--- config.mk ---
export PLATFORM = sky130hd
export DESIGN_NAME = sccl_top
export DESIGN_NICKNAME = d
export VERILOG_FILES = /design/src/design/sccl_pkg.sv /design/src/design/sccl_wire_if.sv /design/src/design/sccl_top.sv /design/src/design/sccl_wire.sv
export SDC_FILE = /design/constraint.sdc
export NUM_CORES = 1
export LEC_CHECK = 0
export BUFFER_PORTS_ARGS = -buffer_cell sky130_fd_sc_hd__buf_2
export CAP_MARGIN = 15
export CORE_MARGIN = 2
export CORE_UTILIZATION = 41
export DETAILED_ROUTE_END_ITERATION = 6
export PLACE_DENSITY_LB_ADDON = 0.12
export SLEW_MARGIN = 20
export SYNTH_ARGS = -nofsm -noshare
export SYNTH_HDL_FRONTEND = slang
export SYNTH_SLANG_ARGS = --single-unit
--- constraint.sdc ---
create_clock -name CLK_I -period 20.5 [get_ports CLK_I]
set_input_delay 1.025 -clock CLK_I [delete_from_list [all_inputs] [get_ports CLK_I]]
set_output_delay 1.025 -clock CLK_I [all_outputs]
set_load 0.03 [all_outputs]
--- src/design/sccl_pkg.sv ---
// constants, state types and decode helpers of the serial eeprom config loader
`default_nettype none
package sccl_pkg;
    // ----------------------------------------------------------------
    // serial clock timing (eeprom is clocked no faster than 1 MHz)
    // ----------------------------------------------------------------
    localparam int SCCL_CLK_NS      = 40;
    localparam int SCCL_SK_HALF_NS  = 500;
    localparam int SCCL_SK_HALF_CYC = (SCCL_SK_HALF_NS + SCCL_CLK_NS - 1) / SCCL_CLK_NS;
    localparam logic [4:0] SCCL_SK_HALF_LAST = 5'(SCCL_SK_HALF_CYC - 1);
    // ----------------------------------------------------------------
    // serial frame layout
    // ----------------------------------------------------------------
    localparam logic [2:0] SCCL_CMD_READ    = 3'h6;
    localparam logic [4:0] SCCL_CMD_LEN     = 5'h03;
    localparam logic [4:0] SCCL_ABITS_SMALL = 5'h06;
    localparam logic [4:0] SCCL_ABITS_LARGE = 5'h08;
    localparam logic [4:0] SCCL_DBITS       = 5'h10;
    localparam logic [2:0] SCCL_NWORDS      = 3'h7;
    localparam logic [7:0] SCCL_W_CFG       = 8'h0A;
    // ----------------------------------------------------------------
    // configuration word fields and their values after reset
    // ----------------------------------------------------------------
    localparam int SCCL_MARK_LSB = 14;
    localparam int SCCL_GATE_LSB = 13;
    localparam int SCCL_BD_BIT   = 11;
    localparam int SCCL_REV_LSB  = 8;
    localparam int SCCL_DPD_BIT  = 6;
    localparam int SCCL_STB_BIT  = 1;
    localparam logic [1:0] SCCL_MARK_OK  = 2'h1;
    localparam logic [2:0] SCCL_REV_GATE = 3'h3;
    localparam logic SCCL_BD_RST  = 1'b0;
    localparam logic SCCL_DPD_RST = 1'b0;
    localparam logic SCCL_STB_RST = 1'b0;
    // ----------------------------------------------------------------
    // register byte offsets and control bits
    // ----------------------------------------------------------------
    localparam logic [7:0] SCCL_R_CTRL = 8'h00;
    localparam logic [7:0] SCCL_R_STAT = 8'h04;
    localparam logic [7:0] SCCL_R_SWLO = 8'h08;
    localparam logic [7:0] SCCL_R_SWHI = 8'h0C;
    localparam logic [7:0] SCCL_R_ADLO = 8'h10;
    localparam logic [7:0] SCCL_R_ADHI = 8'h14;
    localparam logic [7:0] SCCL_R_CFG  = 8'h18;
    localparam logic [7:0] SCCL_R_SUBS = 8'h1C;
    localparam int SCCL_CTRL_LOAD = 0;
    localparam int SCCL_CTRL_D3   = 1;
    localparam int SCCL_CTRL_PME  = 2;

    typedef enum logic [3:0] {
        ST_BOOT  = 4'b0001,
        ST_WAIT  = 4'b0010,
        ST_APPLY = 4'b0100,
        ST_RUN   = 4'b1000
    } sccl_top_e;

    typedef enum logic [4:0] {
        S_IDLE = 5'b00001,
        S_CMD  = 5'b00010,
        S_ADDR = 5'b00100,
        S_DATA = 5'b01000,
        S_GAP  = 5'b10000
    } sccl_wire_e;

    function automatic logic [7:0] sccl_word_addr(input logic [2:0] idx);
        case (idx)
            3'h0:    sccl_word_addr = 8'h00;
            3'h1:    sccl_word_addr = 8'h01;
            3'h2:    sccl_word_addr = 8'h02;
            3'h3:    sccl_word_addr = SCCL_W_CFG;
            3'h4:    sccl_word_addr = 8'h0B;
            3'h5:    sccl_word_addr = 8'h0C;
            default: sccl_word_addr = 8'h0D;
        endcase
    endfunction

    function automatic logic sccl_hit(input logic [7:0] a, input logic [7:0] off);
        sccl_hit = (a == off);
    endfunction
endpackage
`default_nettype wire

--- src/design/sccl_wire_if.sv ---
// request and answer signals between the loader and its serial engine
`default_nettype none
interface sccl_wire_if;
    logic        start;
    logic [7:0]  addr;
    logic        detect;
    logic        done;
    logic [15:0] data;
    logic        wide;
    modport ctrl (output start, output addr, output detect,
                  input done, input data, input wide);
    modport eng  (input start, input addr, input detect,
                  output done, output data, output wide);
endinterface
`default_nettype wire
--- src/design/sccl_top.sv ---
// serial eeprom configuration loader with apb register access
`default_nettype none
// What this block does
// - works with 64 or 256 word parts
// - every access opens with command bits
// - six or eight address bits by size
// - eeprom dummy zero ends address field
// - reads words 0,1,2,A,B,C,D after reset
// - eeprom address used until software load command
// - word A honoured only with mark 01
// - word A bit 11 disables expansion rom
// - bits 10:8 become low step bits if bit 13 set
// - bit 6 gates deep sleep in D3
// - bit 1 set allows idle standby
// - bit 1 clear keeps clock request
module sccl_top
    import sccl_pkg::*;
#(
    parameter logic [2:0] SILICON_STEP_RESET = 3'h0
) (
    input  wire logic        CLK_I,
    input  wire logic        RST_N_I,
    input  wire logic        PSEL_I,
    input  wire logic        PENABLE_I,
    input  wire logic        PWRITE_I,
    input  wire logic [7:0]  PADDR_I,
    input  wire logic [31:0] PWDATA_I,
    output logic      [31:0] PRDATA_O,
    output logic             PREADY_O,
    output logic             PSLVERR_O,
    output logic             EE_CS_O,
    output logic             EE_SK_O,
    output logic             EE_DI_O,
    input  wire logic        EE_DO_I,
    output logic      [47:0] STATION_ADDRESS_O,
    output logic             BOOT_ROM_DISABLE_O,
    output logic      [2:0]  SILICON_STEP_LOW_BITS_O,
    output logic             DEEP_SLEEP_INHIBIT_O,
    output logic             DEEP_SLEEP_ALLOW_O,
    output logic             IDLE_STANDBY_ALLOW_O,
    output logic             CLOCK_REQUEST_HOLD_O,
    output logic      [15:0] SUBSYSTEM_ID_O,
    output logic      [15:0] SUBSYSTEM_VENDOR_O,
    output logic             EE_SIZE_256_O,
    output logic             LOAD_DONE_O
);
    // ----------------------------------------------------------------
    // reset release
    // ----------------------------------------------------------------
    logic [1:0] rst_sync_q;
    logic       rst_n;

    always_ff @(posedge CLK_I or negedge RST_N_I) begin
        if (!RST_N_I) begin
            rst_sync_q <= 2'h0;
        end else begin
            rst_sync_q <= {rst_sync_q[0], 1'b1};
        end
    end

    assign rst_n = rst_sync_q[1];

    // ----------------------------------------------------------------
    // state
    // ----------------------------------------------------------------
    typedef struct packed {
        sccl_top_e   st;
        logic [2:0]  idx;
        logic        start;
        logic [47:0] ee_addr;
        logic [15:0] cfg;
        logic [15:0] sub_id;
        logic [15:0] sub_ven;
        logic [47:0] sw_addr;
        logic        use_sw;
        logic        d3;
        logic        pme;
        logic        done;
        logic        pready;
        logic        pslverr;
        logic [31:0] prdata;
        logic [47:0] station;
        logic        bd;
        logic [2:0]  rev;
        logic        dsi;
        logic        dsa;
        logic        stb;
        logic        hold;
        logic        wide;
    } sccl_top_s;

    localparam sccl_top_s RST_Q = '{
        st: ST_BOOT, rev: SILICON_STEP_RESET, bd: SCCL_BD_RST, dsi: SCCL_DPD_RST,
        stb: SCCL_STB_RST, hold: 1'b1, wide: 1'b1, default: '0};

    sccl_top_s   q;
    sccl_top_s   n;
    logic        mark_ok;
    logic        cfg_ok;
    logic        access;
    logic        mapped;
    logic        load_cmd;
    logic [31:0] rdata;

    sccl_wire_if wif ();

    assign wif.start  = q.start;
    assign wif.addr   = sccl_word_addr(q.idx);
    assign wif.detect = (q.idx == 3'h0);

    sccl_wire u_wire (
        .clk_i   (CLK_I),
        .rst_ni  (rst_n),
        .wif     (wif),
        .ee_do_i (EE_DO_I),
        .ee_cs_o (EE_CS_O),
        .ee_sk_o (EE_SK_O),
        .ee_di_o (EE_DI_O)
    );

    // ----------------------------------------------------------------
    // next state
    // ----------------------------------------------------------------
    always_comb begin
        n       = q;
        n.start = 1'b0;
        mark_ok = (q.cfg[SCCL_MARK_LSB +: 2] == SCCL_MARK_OK);
        cfg_ok  = q.done && mark_ok;
        access  = PSEL_I && PENABLE_I;
        mapped  = (PADDR_I[1:0] == 2'h0) && (PADDR_I <= SCCL_R_SUBS);
        load_cmd = access && q.pready && PWRITE_I && sccl_hit(PADDR_I, SCCL_R_CTRL)
                   && PWDATA_I[SCCL_CTRL_LOAD];

        // boot read sequence, one word per engine request
        case (q.st)
            ST_BOOT: begin
                n.start = 1'b1;
                n.st    = ST_WAIT;
            end
            ST_WAIT: begin
                if (wif.done) begin
                    case (q.idx)
                        3'h0:    n.ee_addr[15:0]  = wif.data;
                        3'h1:    n.ee_addr[31:16] = wif.data;
                        3'h2:    n.ee_addr[47:32] = wif.data;
                        3'h3:    n.cfg            = wif.data;
                        3'h4:    n.sub_id         = wif.data;
                        3'h5:    n.sub_ven        = wif.data;
                        default: n.cfg            = q.cfg;
                    endcase
                    if (q.idx == 3'h0) begin
                        n.wide = wif.wide;
                    end
                    if (q.idx == SCCL_NWORDS - 3'h1) begin
                        n.st = ST_APPLY;
                    end else begin
                        n.idx   = q.idx + 3'h1;
                        n.start = 1'b1;
                    end
                end
            end
            ST_APPLY: begin
                n.done = 1'b1;
                n.st   = ST_RUN;
            end
            ST_RUN: begin
                n.st = ST_RUN;
            end
            default: begin
                n.st = ST_BOOT;
            end
        endcase

        // applied settings; without a good mark the defaults hold
        n.bd  = cfg_ok ? q.cfg[SCCL_BD_BIT] : SCCL_BD_RST;
        n.dsi = cfg_ok ? q.cfg[SCCL_DPD_BIT] : SCCL_DPD_RST;
        n.stb = cfg_ok ? q.cfg[SCCL_STB_BIT] : SCCL_STB_RST;
        n.hold = ~n.stb;
        n.dsa = q.done && q.d3 && !q.pme && !n.dsi;
        if (cfg_ok && q.cfg[SCCL_GATE_LSB +: 3] == SCCL_REV_GATE) begin
            n.rev = q.cfg[SCCL_REV_LSB +: 3];
        end else begin
            n.rev = SILICON_STEP_RESET;
        end
        if (!q.use_sw) begin
            n.station = q.ee_addr;
        end

        // register read data
        if (sccl_hit(PADDR_I, SCCL_R_CTRL)) begin
            rdata = {29'h0000_0000, q.pme, q.d3, 1'b0};
        end else if (sccl_hit(PADDR_I, SCCL_R_STAT)) begin
            rdata = {26'h000_0000, q.dsa, q.stb, q.use_sw, mark_ok, q.wide, q.done};
        end else if (sccl_hit(PADDR_I, SCCL_R_SWLO)) begin
            rdata = q.sw_addr[31:0];
        end else if (sccl_hit(PADDR_I, SCCL_R_SWHI)) begin
            rdata = {16'h0000, q.sw_addr[47:32]};
        end else if (sccl_hit(PADDR_I, SCCL_R_ADLO)) begin
            rdata = q.station[31:0];
        end else if (sccl_hit(PADDR_I, SCCL_R_ADHI)) begin
            rdata = {16'h0000, q.station[47:32]};
        end else if (sccl_hit(PADDR_I, SCCL_R_CFG)) begin
            rdata = {16'h0000, q.cfg};
        end else if (sccl_hit(PADDR_I, SCCL_R_SUBS)) begin
            rdata = {q.sub_ven, q.sub_id};
        end else begin
            rdata = 32'h0000_0000;
        end

        // one wait state, then the write lands on the ready edge
        if (access && !q.pready) begin
            n.pready  = 1'b1;
            n.pslverr = !mapped;
            n.prdata  = mapped ? rdata : 32'h0000_0000;
        end else if (access) begin
            n.pready  = 1'b0;
            n.pslverr = 1'b0;
            if (PWRITE_I && sccl_hit(PADDR_I, SCCL_R_CTRL)) begin
                n.d3  = PWDATA_I[SCCL_CTRL_D3];
                n.pme = PWDATA_I[SCCL_CTRL_PME];
            end else if (PWRITE_I && sccl_hit(PADDR_I, SCCL_R_SWLO)) begin
                n.sw_addr[31:0] = PWDATA_I;
            end else if (PWRITE_I && sccl_hit(PADDR_I, SCCL_R_SWHI)) begin
                n.sw_addr[47:32] = PWDATA_I[15:0];
            end
            if (load_cmd) begin
                n.use_sw  = 1'b1;
                n.station = q.sw_addr;
            end
        end else begin
            n.pready  = 1'b0;
            n.pslverr = 1'b0;
        end
    end

    always_ff @(posedge CLK_I or negedge rst_n) begin
        if (!rst_n) begin
            q <= RST_Q;
        end else begin
            q <= n;
        end
    end

    // ----------------------------------------------------------------
    // outputs
    // ----------------------------------------------------------------
    assign PRDATA_O                = q.prdata;
    assign PREADY_O                = q.pready;
    assign PSLVERR_O               = q.pslverr;
    assign STATION_ADDRESS_O       = q.station;
    assign BOOT_ROM_DISABLE_O      = q.bd;
    assign SILICON_STEP_LOW_BITS_O = q.rev;
    assign DEEP_SLEEP_INHIBIT_O    = q.dsi;
    assign DEEP_SLEEP_ALLOW_O      = q.dsa;
    assign IDLE_STANDBY_ALLOW_O    = q.stb;
    assign CLOCK_REQUEST_HOLD_O    = q.hold;
    assign SUBSYSTEM_ID_O          = q.sub_id;
    assign SUBSYSTEM_VENDOR_O      = q.sub_ven;
    assign EE_SIZE_256_O           = q.wide;
    assign LOAD_DONE_O             = q.done;
endmodule
`default_nettype wire

--- src/design/sccl_wire.sv ---
// serial engine: one eeprom word read per request, with size detection
`default_nettype none
module sccl_wire
    import sccl_pkg::*;
(
    input  wire logic clk_i,
    input  wire logic rst_ni,
    sccl_wire_if.eng  wif,
    input  wire logic ee_do_i,
    output logic      ee_cs_o,
    output logic      ee_sk_o,
    output logic      ee_di_o
);
    typedef struct packed {
        sccl_wire_e  st;
        logic [4:0]  cnt;
        logic        sk;
        logic        cs;
        logic        di;
        logic [4:0]  bitn;
        logic [15:0] sh;
        logic [15:0] data;
        logic        wide;
        logic        done;
        logic        d1;
        logic        d2;
    } sccl_wire_s;

    localparam sccl_wire_s RST_Q = '{st: S_IDLE, wide: 1'b1, d1: 1'b1, d2: 1'b1, default: '0};

    sccl_wire_s q;
    sccl_wire_s n;
    logic       half_end;
    logic       bit_end;
    logic       wide_now;

    always_comb begin
        n        = q;
        n.d1     = ee_do_i;
        n.d2     = q.d1;
        n.done   = 1'b0;
        half_end = (q.cnt == SCCL_SK_HALF_LAST);
        bit_end  = half_end && q.sk;
        wide_now = wif.detect || q.wide;
        if (q.st != S_IDLE) begin
            n.cnt = half_end ? 5'h00 : q.cnt + 5'h01;
        end
        if (half_end && q.st != S_GAP && q.st != S_IDLE) begin
            n.sk = ~q.sk;
        end
        case (q.st)
            S_IDLE: begin
                if (wif.start) begin
                    n.st   = S_CMD;
                    n.cs   = 1'b1;
                    n.cnt  = 5'h00;
                    n.sk   = 1'b0;
                    n.bitn = SCCL_CMD_LEN - 5'h01;
                    n.sh   = {SCCL_CMD_READ, 13'h0000};
                    n.di   = SCCL_CMD_READ[2];
                end
            end
            S_CMD: begin
                if (bit_end && q.bitn == 5'h00) begin
                    n.st   = S_ADDR;
                    n.sh   = wide_now ? {wif.addr, 8'h00} : {wif.addr[5:0], 10'h000};
                    n.bitn = (wide_now ? SCCL_ABITS_LARGE : SCCL_ABITS_SMALL) - 5'h01;
                    n.di   = n.sh[15];
                end else if (bit_end) begin
                    n.sh   = q.sh << 1;
                    n.bitn = q.bitn - 5'h01;
                    n.di   = q.sh[14];
                end
            end
            S_ADDR: begin
                // the dummy zero after six bits means the small part
                if (bit_end && wif.detect && !q.d2
                    && q.bitn == SCCL_ABITS_LARGE - SCCL_ABITS_SMALL) begin
                    n.wide = 1'b0;
                    n.st   = S_DATA;
                    n.bitn = SCCL_DBITS - 5'h01;
                    n.di   = 1'b0;
                end else if (bit_end && q.bitn == 5'h00) begin
                    if (wif.detect) begin
                        n.wide = 1'b1;
                    end
                    n.st   = S_DATA;
                    n.bitn = SCCL_DBITS - 5'h01;
                    n.di   = 1'b0;
                end else if (bit_end) begin
                    n.sh   = q.sh << 1;
                    n.bitn = q.bitn - 5'h01;
                    n.di   = q.sh[14];
                end
            end
            S_DATA: begin
                if (bit_end) begin
                    n.data = {q.data[14:0], q.d2};
                    n.bitn = q.bitn - 5'h01;
                    if (q.bitn == 5'h00) begin
                        n.st = S_GAP;
                        n.cs = 1'b0;
                    end
                end
            end
            S_GAP: begin
                if (half_end) begin
                    n.st   = S_IDLE;
                    n.done = 1'b1;
                end
            end
            default: begin
                n = RST_Q;
            end
        endcase
    end

    always_ff @(posedge clk_i or negedge rst_ni) begin
        if (!rst_ni) begin
            q <= RST_Q;
        end else begin
            q <= n;
        end
    end

    assign ee_cs_o  = q.cs;
    assign ee_sk_o  = q.sk;
    assign ee_di_o  = q.di;
    assign wif.done = q.done;
    assign wif.data = q.data;
    assign wif.wide = q.wide;
endmodule
`default_nettype wire

; ---- Word level (Yosys, flattened, before mapping)
; Index checks and enable logic that the tools add are counted.
[op_classes]
add_sub_neg = 4
bitwise = 11
order_cmp = 1
n_reduce_logical = 58
eq_ne = 39
muxes = 66
[ops]
columns = cell, count
row1 = $mux W32, 9
row2 = $mux W48, 4
row3 = $mux W16, 9
row4 = $mux W104, 1
row5 = $pmux W16 S4, 1
row6 = $pmux W5 S5, 2
row7 = $mux W5, 9
row8 = $mux W22, 2
row9 = $mux W34, 1
row10 = $reduce_and A3 Y1, 11
row11 = $eq A8 B5 Y1 const B, 4
row12 = $pmux W16 S2, 1
row13 = $pmux W4 S6, 1
row14 = $logic_and A1 B1 Y1, 22
row15 = $eq A8 B4 Y1 const B, 2
row16 = $mux W14, 1
row17 = $mux W4, 3
row18 = $mux W6, 2
row19 = $pmux W4 S3, 1
row20 = $pmux W6 S2, 1
row21 = $reduce_and A4 Y1, 3
row22 = $reduce_or A4 Y1, 3
row23 = $mux W1, 11
row24 = $not A1 Y1, 11
row25 = other kinds (40), 64
[word_totals]
in_bits = 46
output_inout_bits = 127
word_cells = 218
register_bits = 303

; ---- Logic depth before layout (Yosys ltp)
[depth]
depth_word = 10
depth_mapped = 8
depth_no_buf = 7

; ---- Cells and area by module
; A second synthesis with hierarchy kept.
[unflattened]
hier_cells = 1332
hier_area_um2 = 15085.7
[by_module_without_submodules]
columns = module, instances, area_each_um2, cells_each
row1 = sccl_top, 1, 11925.2, 998
row2 = sccl_wire, 1, 3160.5, 334

; ---- Least setup slack after synthesis
; OpenSTA, ideal clock, no wires.
[synth_path]
path_type = input to register
start = input port PADDR_I[5]
end = register q (netlist bit STATION_ADDRESS_O[17])
cell_stages = 6
required_time_ns = 20.423
setup_time_ns = 0.077
t_arrival_ns = 2.398
path_slack_ns = 18.024
path_cell_list = or3_4 > nor4_4 > nand3_1 > buf_2 > buf_2 > a21oi_1
[synth_rtl]
columns = item, line
row1 = "start, declared", sccl_top.sv:26  ; input wire logic [7:0] PADDR_I,
row2 = "end signal, assigned", sccl_top.sv:240  ; q <= n;
row3 = "end, declared", sccl_top.sv:96  ; sccl_top_s q;

; ---- Final worst setup path
[layout_path]
start = input port PADDR_I[2]
end = register q[134] (netlist bit)
[layout_via]
elab_chain_len = 4
elab_cells_between_ends = 9
[layout_rtl]
columns = item, line
row1 = $eq A8 B4 Y1 or $logic_not A8 Y1 (tied branches), sccl_pkg.sv:78  ; sccl_hit = (a == off);
row2 = "$logic_and A1 B1 Y1, on equally long branches", "sccl_top.sv:221, sccl_top.sv:218"
row3 = $not A1 Y1 (no source line), -
row4 = $reduce_and A5 Y1 (no source line) *, -
; Mark *: on every way between the ends. The rest lies on a longest branch, timed or not.
; A chain may end at the register's enable or synchronous reset.

==> impl_metrics.py <==
metrics = {
    "floorplan": {
        "start_util_pct": 41.5,
        "die_height_um": 194,
        "io_pins": 173,
        "core_area_mm2": 0.0355,
        "dieWidth_um": 194,
        "dieArea_mm2": 0.0375,
        "rows": 69,
    },
    "worst_setup_path": {
        "required_ns": 20.90,
        "rrSetupSlack_ns": 17.69,
        "worst-setup-path-type": "primary input to flop",
        "cpPeakStageDelay_ns": 0.86,
        "end_kind": "flop",
        "worstPathArrival_ns": 3.58,
        "startpoint_type": "primary input",
        "path_buf_inv": 2,
        "slowest_stage": "and2_1",
        "crit_path_cell_trace": "buf_2 -> buf_4 -> and2_1 -> nand2_2 -> mux2_2",
        "critical_path_peak_fanout": 50,
        "path_delay_family": "simple AND/OR/NAND/NOR gates",
    },
    "job": {
        "cap_violations": 0,
    },
    "timing": {
        "period_share_pct": 15.5,
        "fin_worst_skew_ns": 0.0220,
        "fin_crit_ns": 3.18,
        "maxSlewHeadroom_pct": 30.2,
        "setup-tns-final_ns": 0,
        "tightestPinTransition_ns": 1.04,
        "grt_setup_unrepaired": "no",
        "fmax_ghz": 0.314,
        "slew_viol_final": 0,
        "hold_viol_final": 0,
        "setup-violations-final": 0,
    },
    "yosys": {
        "postSynth.asyncResetShare_pct": 100,
        "ys_ff_latch": 302,
        "netlist_area_mm2": 0.0147,
        "syn-instance-count": 1296,
        "ys_seq_area_share_pct": 51.4,
        "syn-mean-instance-area_um2": 11.4,
        "ys.flop_type": "dfrtp_1",
        "synth_edf_count": 0,
        "ys_warn_count": 0,
        "syn_nets": 1352,
        "synth_cell_type_count": 69,
    },
    "clocking": {
        "clock_sinks": 302,
        "cts_buffers": 36,
        "htree_levels": 2,
        "clk_latency_ns": 0.52,
        "ctsLongestPathBuffers": 3,
        "hold_buffers": 0,
        "cts_setup_buffers": 0,
        "clk_pin_slew_ns": 0.06,
        "cts_tree": "done",
        "root_buffer": "clkbuf_16",
        "post_cts_resized": 0,
    },
    "pwr": {
        "power_density_mw_per_mm2": 81.0,
        "p_total_mw": 1.33,
        "ir_drop_v": 0.0000654,
        "p_leak_nw": 8.17,
    },
    "detailed_routing": {
        "vias_per_cell": 5.55,
        "drc": 0,
        "vias": 10100,
        "first_pass_iters": 5,
        "wirelength_mm": 39.2,
        "wl_per_cell_um": 21.6,
        "drt.antenna.violating_nets": 0,
        "first_iter_violations": 449,
    },
    "place": {
        "dp_hpwl_mm": 25.9,
        "place.gp.congestion": 0.856,
        "portBuffers": 172,
    },
    "cells_and_area": {
        "fin_nets": 1384,
        "drive_gt1_share_pct": 31.7,
        "area_delta_synth_final_pct": 11.4,
        "diodes": 0,
    },
    "min_path": {
        "hp-class": "primary input to async pin",
    },
    "status": {
        "status": "complete, no violations",
    },
    "global_routing": {
        "overflow": 0,
        "antenna_found_initial": 0,
        "grt_pass1_vias": 10400,
        "grt_pass1_wl_mm": 62.3,
        "track_usage_pct": 21.0,
        "grt_start_max_net_pins": 161,
    },
}
-- flip-flops by register name (all words and copies together), names as in the netlist, 2 cells and up --
| register | flops |
|---|---|
| q | 122 |
| STATION_ADDRESS_O | 48 |
| u_wire.q | 32 |
| rst_sync_q | 2 |
| SILICON_STEP_LOW_BITS_O | 3 |
| SUBSYSTEM_VENDOR_O | 16 |
| PRDATA_O | 32 |
| SUBSYSTEM_ID_O | 16 |
| u_wire.wif.data | 16 |
-- synth_stat cells (all sizes together), types with 5 or more instances --
master     n  area (um^2)
nor3      16         90.1
buf      148         1040
ha        10          125
clkbuf    41          154
dfstp      7          184
o22ai     13         81.3
mux2i     65          651
xnor2      5         43.8
a22o      46          403
nor2b     18          113
o21ai     55          279
and3       7         43.8
and2      10         62.6
o211ai    12          100
nand3     21          115
nand2     57          216
inv       13         48.8
dfrtp    295         7380
mux2     151         1700
o31ai      7         52.6
nor2      96          368
nand2b    11         68.8
xor2       6         52.6
mux4       7          158
a22oi     25          188
o2bb2ai    5         43.8
a21oi     89          445
a31oi      6         52.6
-- logic make-up (layout without fill, tap and decap cells) --
group                    count (synthesis)  count (layout)  synth area share [%]
other                                    1               1                0.0255
buffers and inverters                  202             261                  8.41
flip-flops                             302             302                  51.4
AO/OA/AOI/OAI                          284             284                  12.7
XOR/XNOR                                11              11                 0.654
AND/OR/NAND/NOR                        263             263                  8.94
adder cells (fa/ha/maj)                 10              10                 0.849
multiplexers                           223             223                  17.0
-- cell usage in the layout (no fill, tap or decap), types with 6 or more instances in the layout --
| cell | instances |
|---|---|
| dfrtp_1 | 293 |
| and3_1 | 7 |
| mux2i_1 | 65 |
| and2_1 | 9 |
| o211ai_1 | 10 |
| buf_2 | 172 |
| nor2_1 | 92 |
| o22ai_1 | 13 |
| dfstp_2 | 7 |
| mux4_2 | 7 |
| clkbuf_1 | 7 |
| a21oi_1 | 89 |
| nand2_1 | 56 |
| ha_1 | 10 |
| xor2_1 | 6 |
| mux2_2 | 151 |
| a22o_1 | 46 |
| a22oi_1 | 25 |
| o31ai_1 | 7 |
| nand2b_1 | 11 |
| nand3_1 | 18 |
| inv_1 | 13 |
| nor2b_1 | 18 |
| nor3_1 | 14 |
| buf_4 | 8 |
| o21ai_0 | 52 |
| clkbuf_16 | 38 |
| clkbuf_8 | 9 |
-- metal layers --
metal  track usage [%]  part of all wire (%)  up-vias
met5                 0                     0        -
met4              6.56                   2.6        0
met3              2.95                   4.0       67
met2              34.3                    48      239
met1              29.1                    45     5150
li1                  -                     -     4617
-- report_power, final --
part	internal, mW	switching, mW	leakage [nW]
logic	0.00945	0.0270	3.39
registers	0.599	0.00370	4.14
clock network	0.435	0.255	0.639
-- path summary, 6_finish.rpt --
kind	from	end	cells after the start
setup / recovery	PADDR_I[2]	q[134]	5
hold / removal	RST_N_I	rst_sync_q[1]	1
setup reg to reg	q[240]	u_wire.q[31]	7
hold reg to reg	rst_sync_q[0]	rst_sync_q[1]	0
max in group asynchronous	rst_sync_q[1]	q[104]	2
min in group CLK_I	rst_sync_q[0]	rst_sync_q[1]	0
-- layout make-up --
cell class	count	area (um^2)
inverters	13	48.8
clock buffers	54	1100
multi-input cells	792	5940
flip-flops and latches	302	7570
repair buffers	183	972
well taps	461	577
fillers	3323	19100
clock inverters	11	195
-- metrics by stage --
stage / hold WS (ns) / setup slack, ns / util (%) / cell area, um^2 / instances
after floorplan: 0.331 / 11.47 / - / 14700 / 1296
after global placement: 0.338 / 16.43 / 42.5 / 15100 / 1750
after detailed placement: 0.342 / 16.31 / 42.5 / 15100 / 1750
after CTS: 0.264 / 16.84 / 46.2 / 16400 / 1815
after global routing: 0.264 / 17.20 / 46.2 / 16400 / 1816
final: 0.283 / 17.32 / 46.2 / 16400 / 1816
Power figures use the tool's default switching activity.
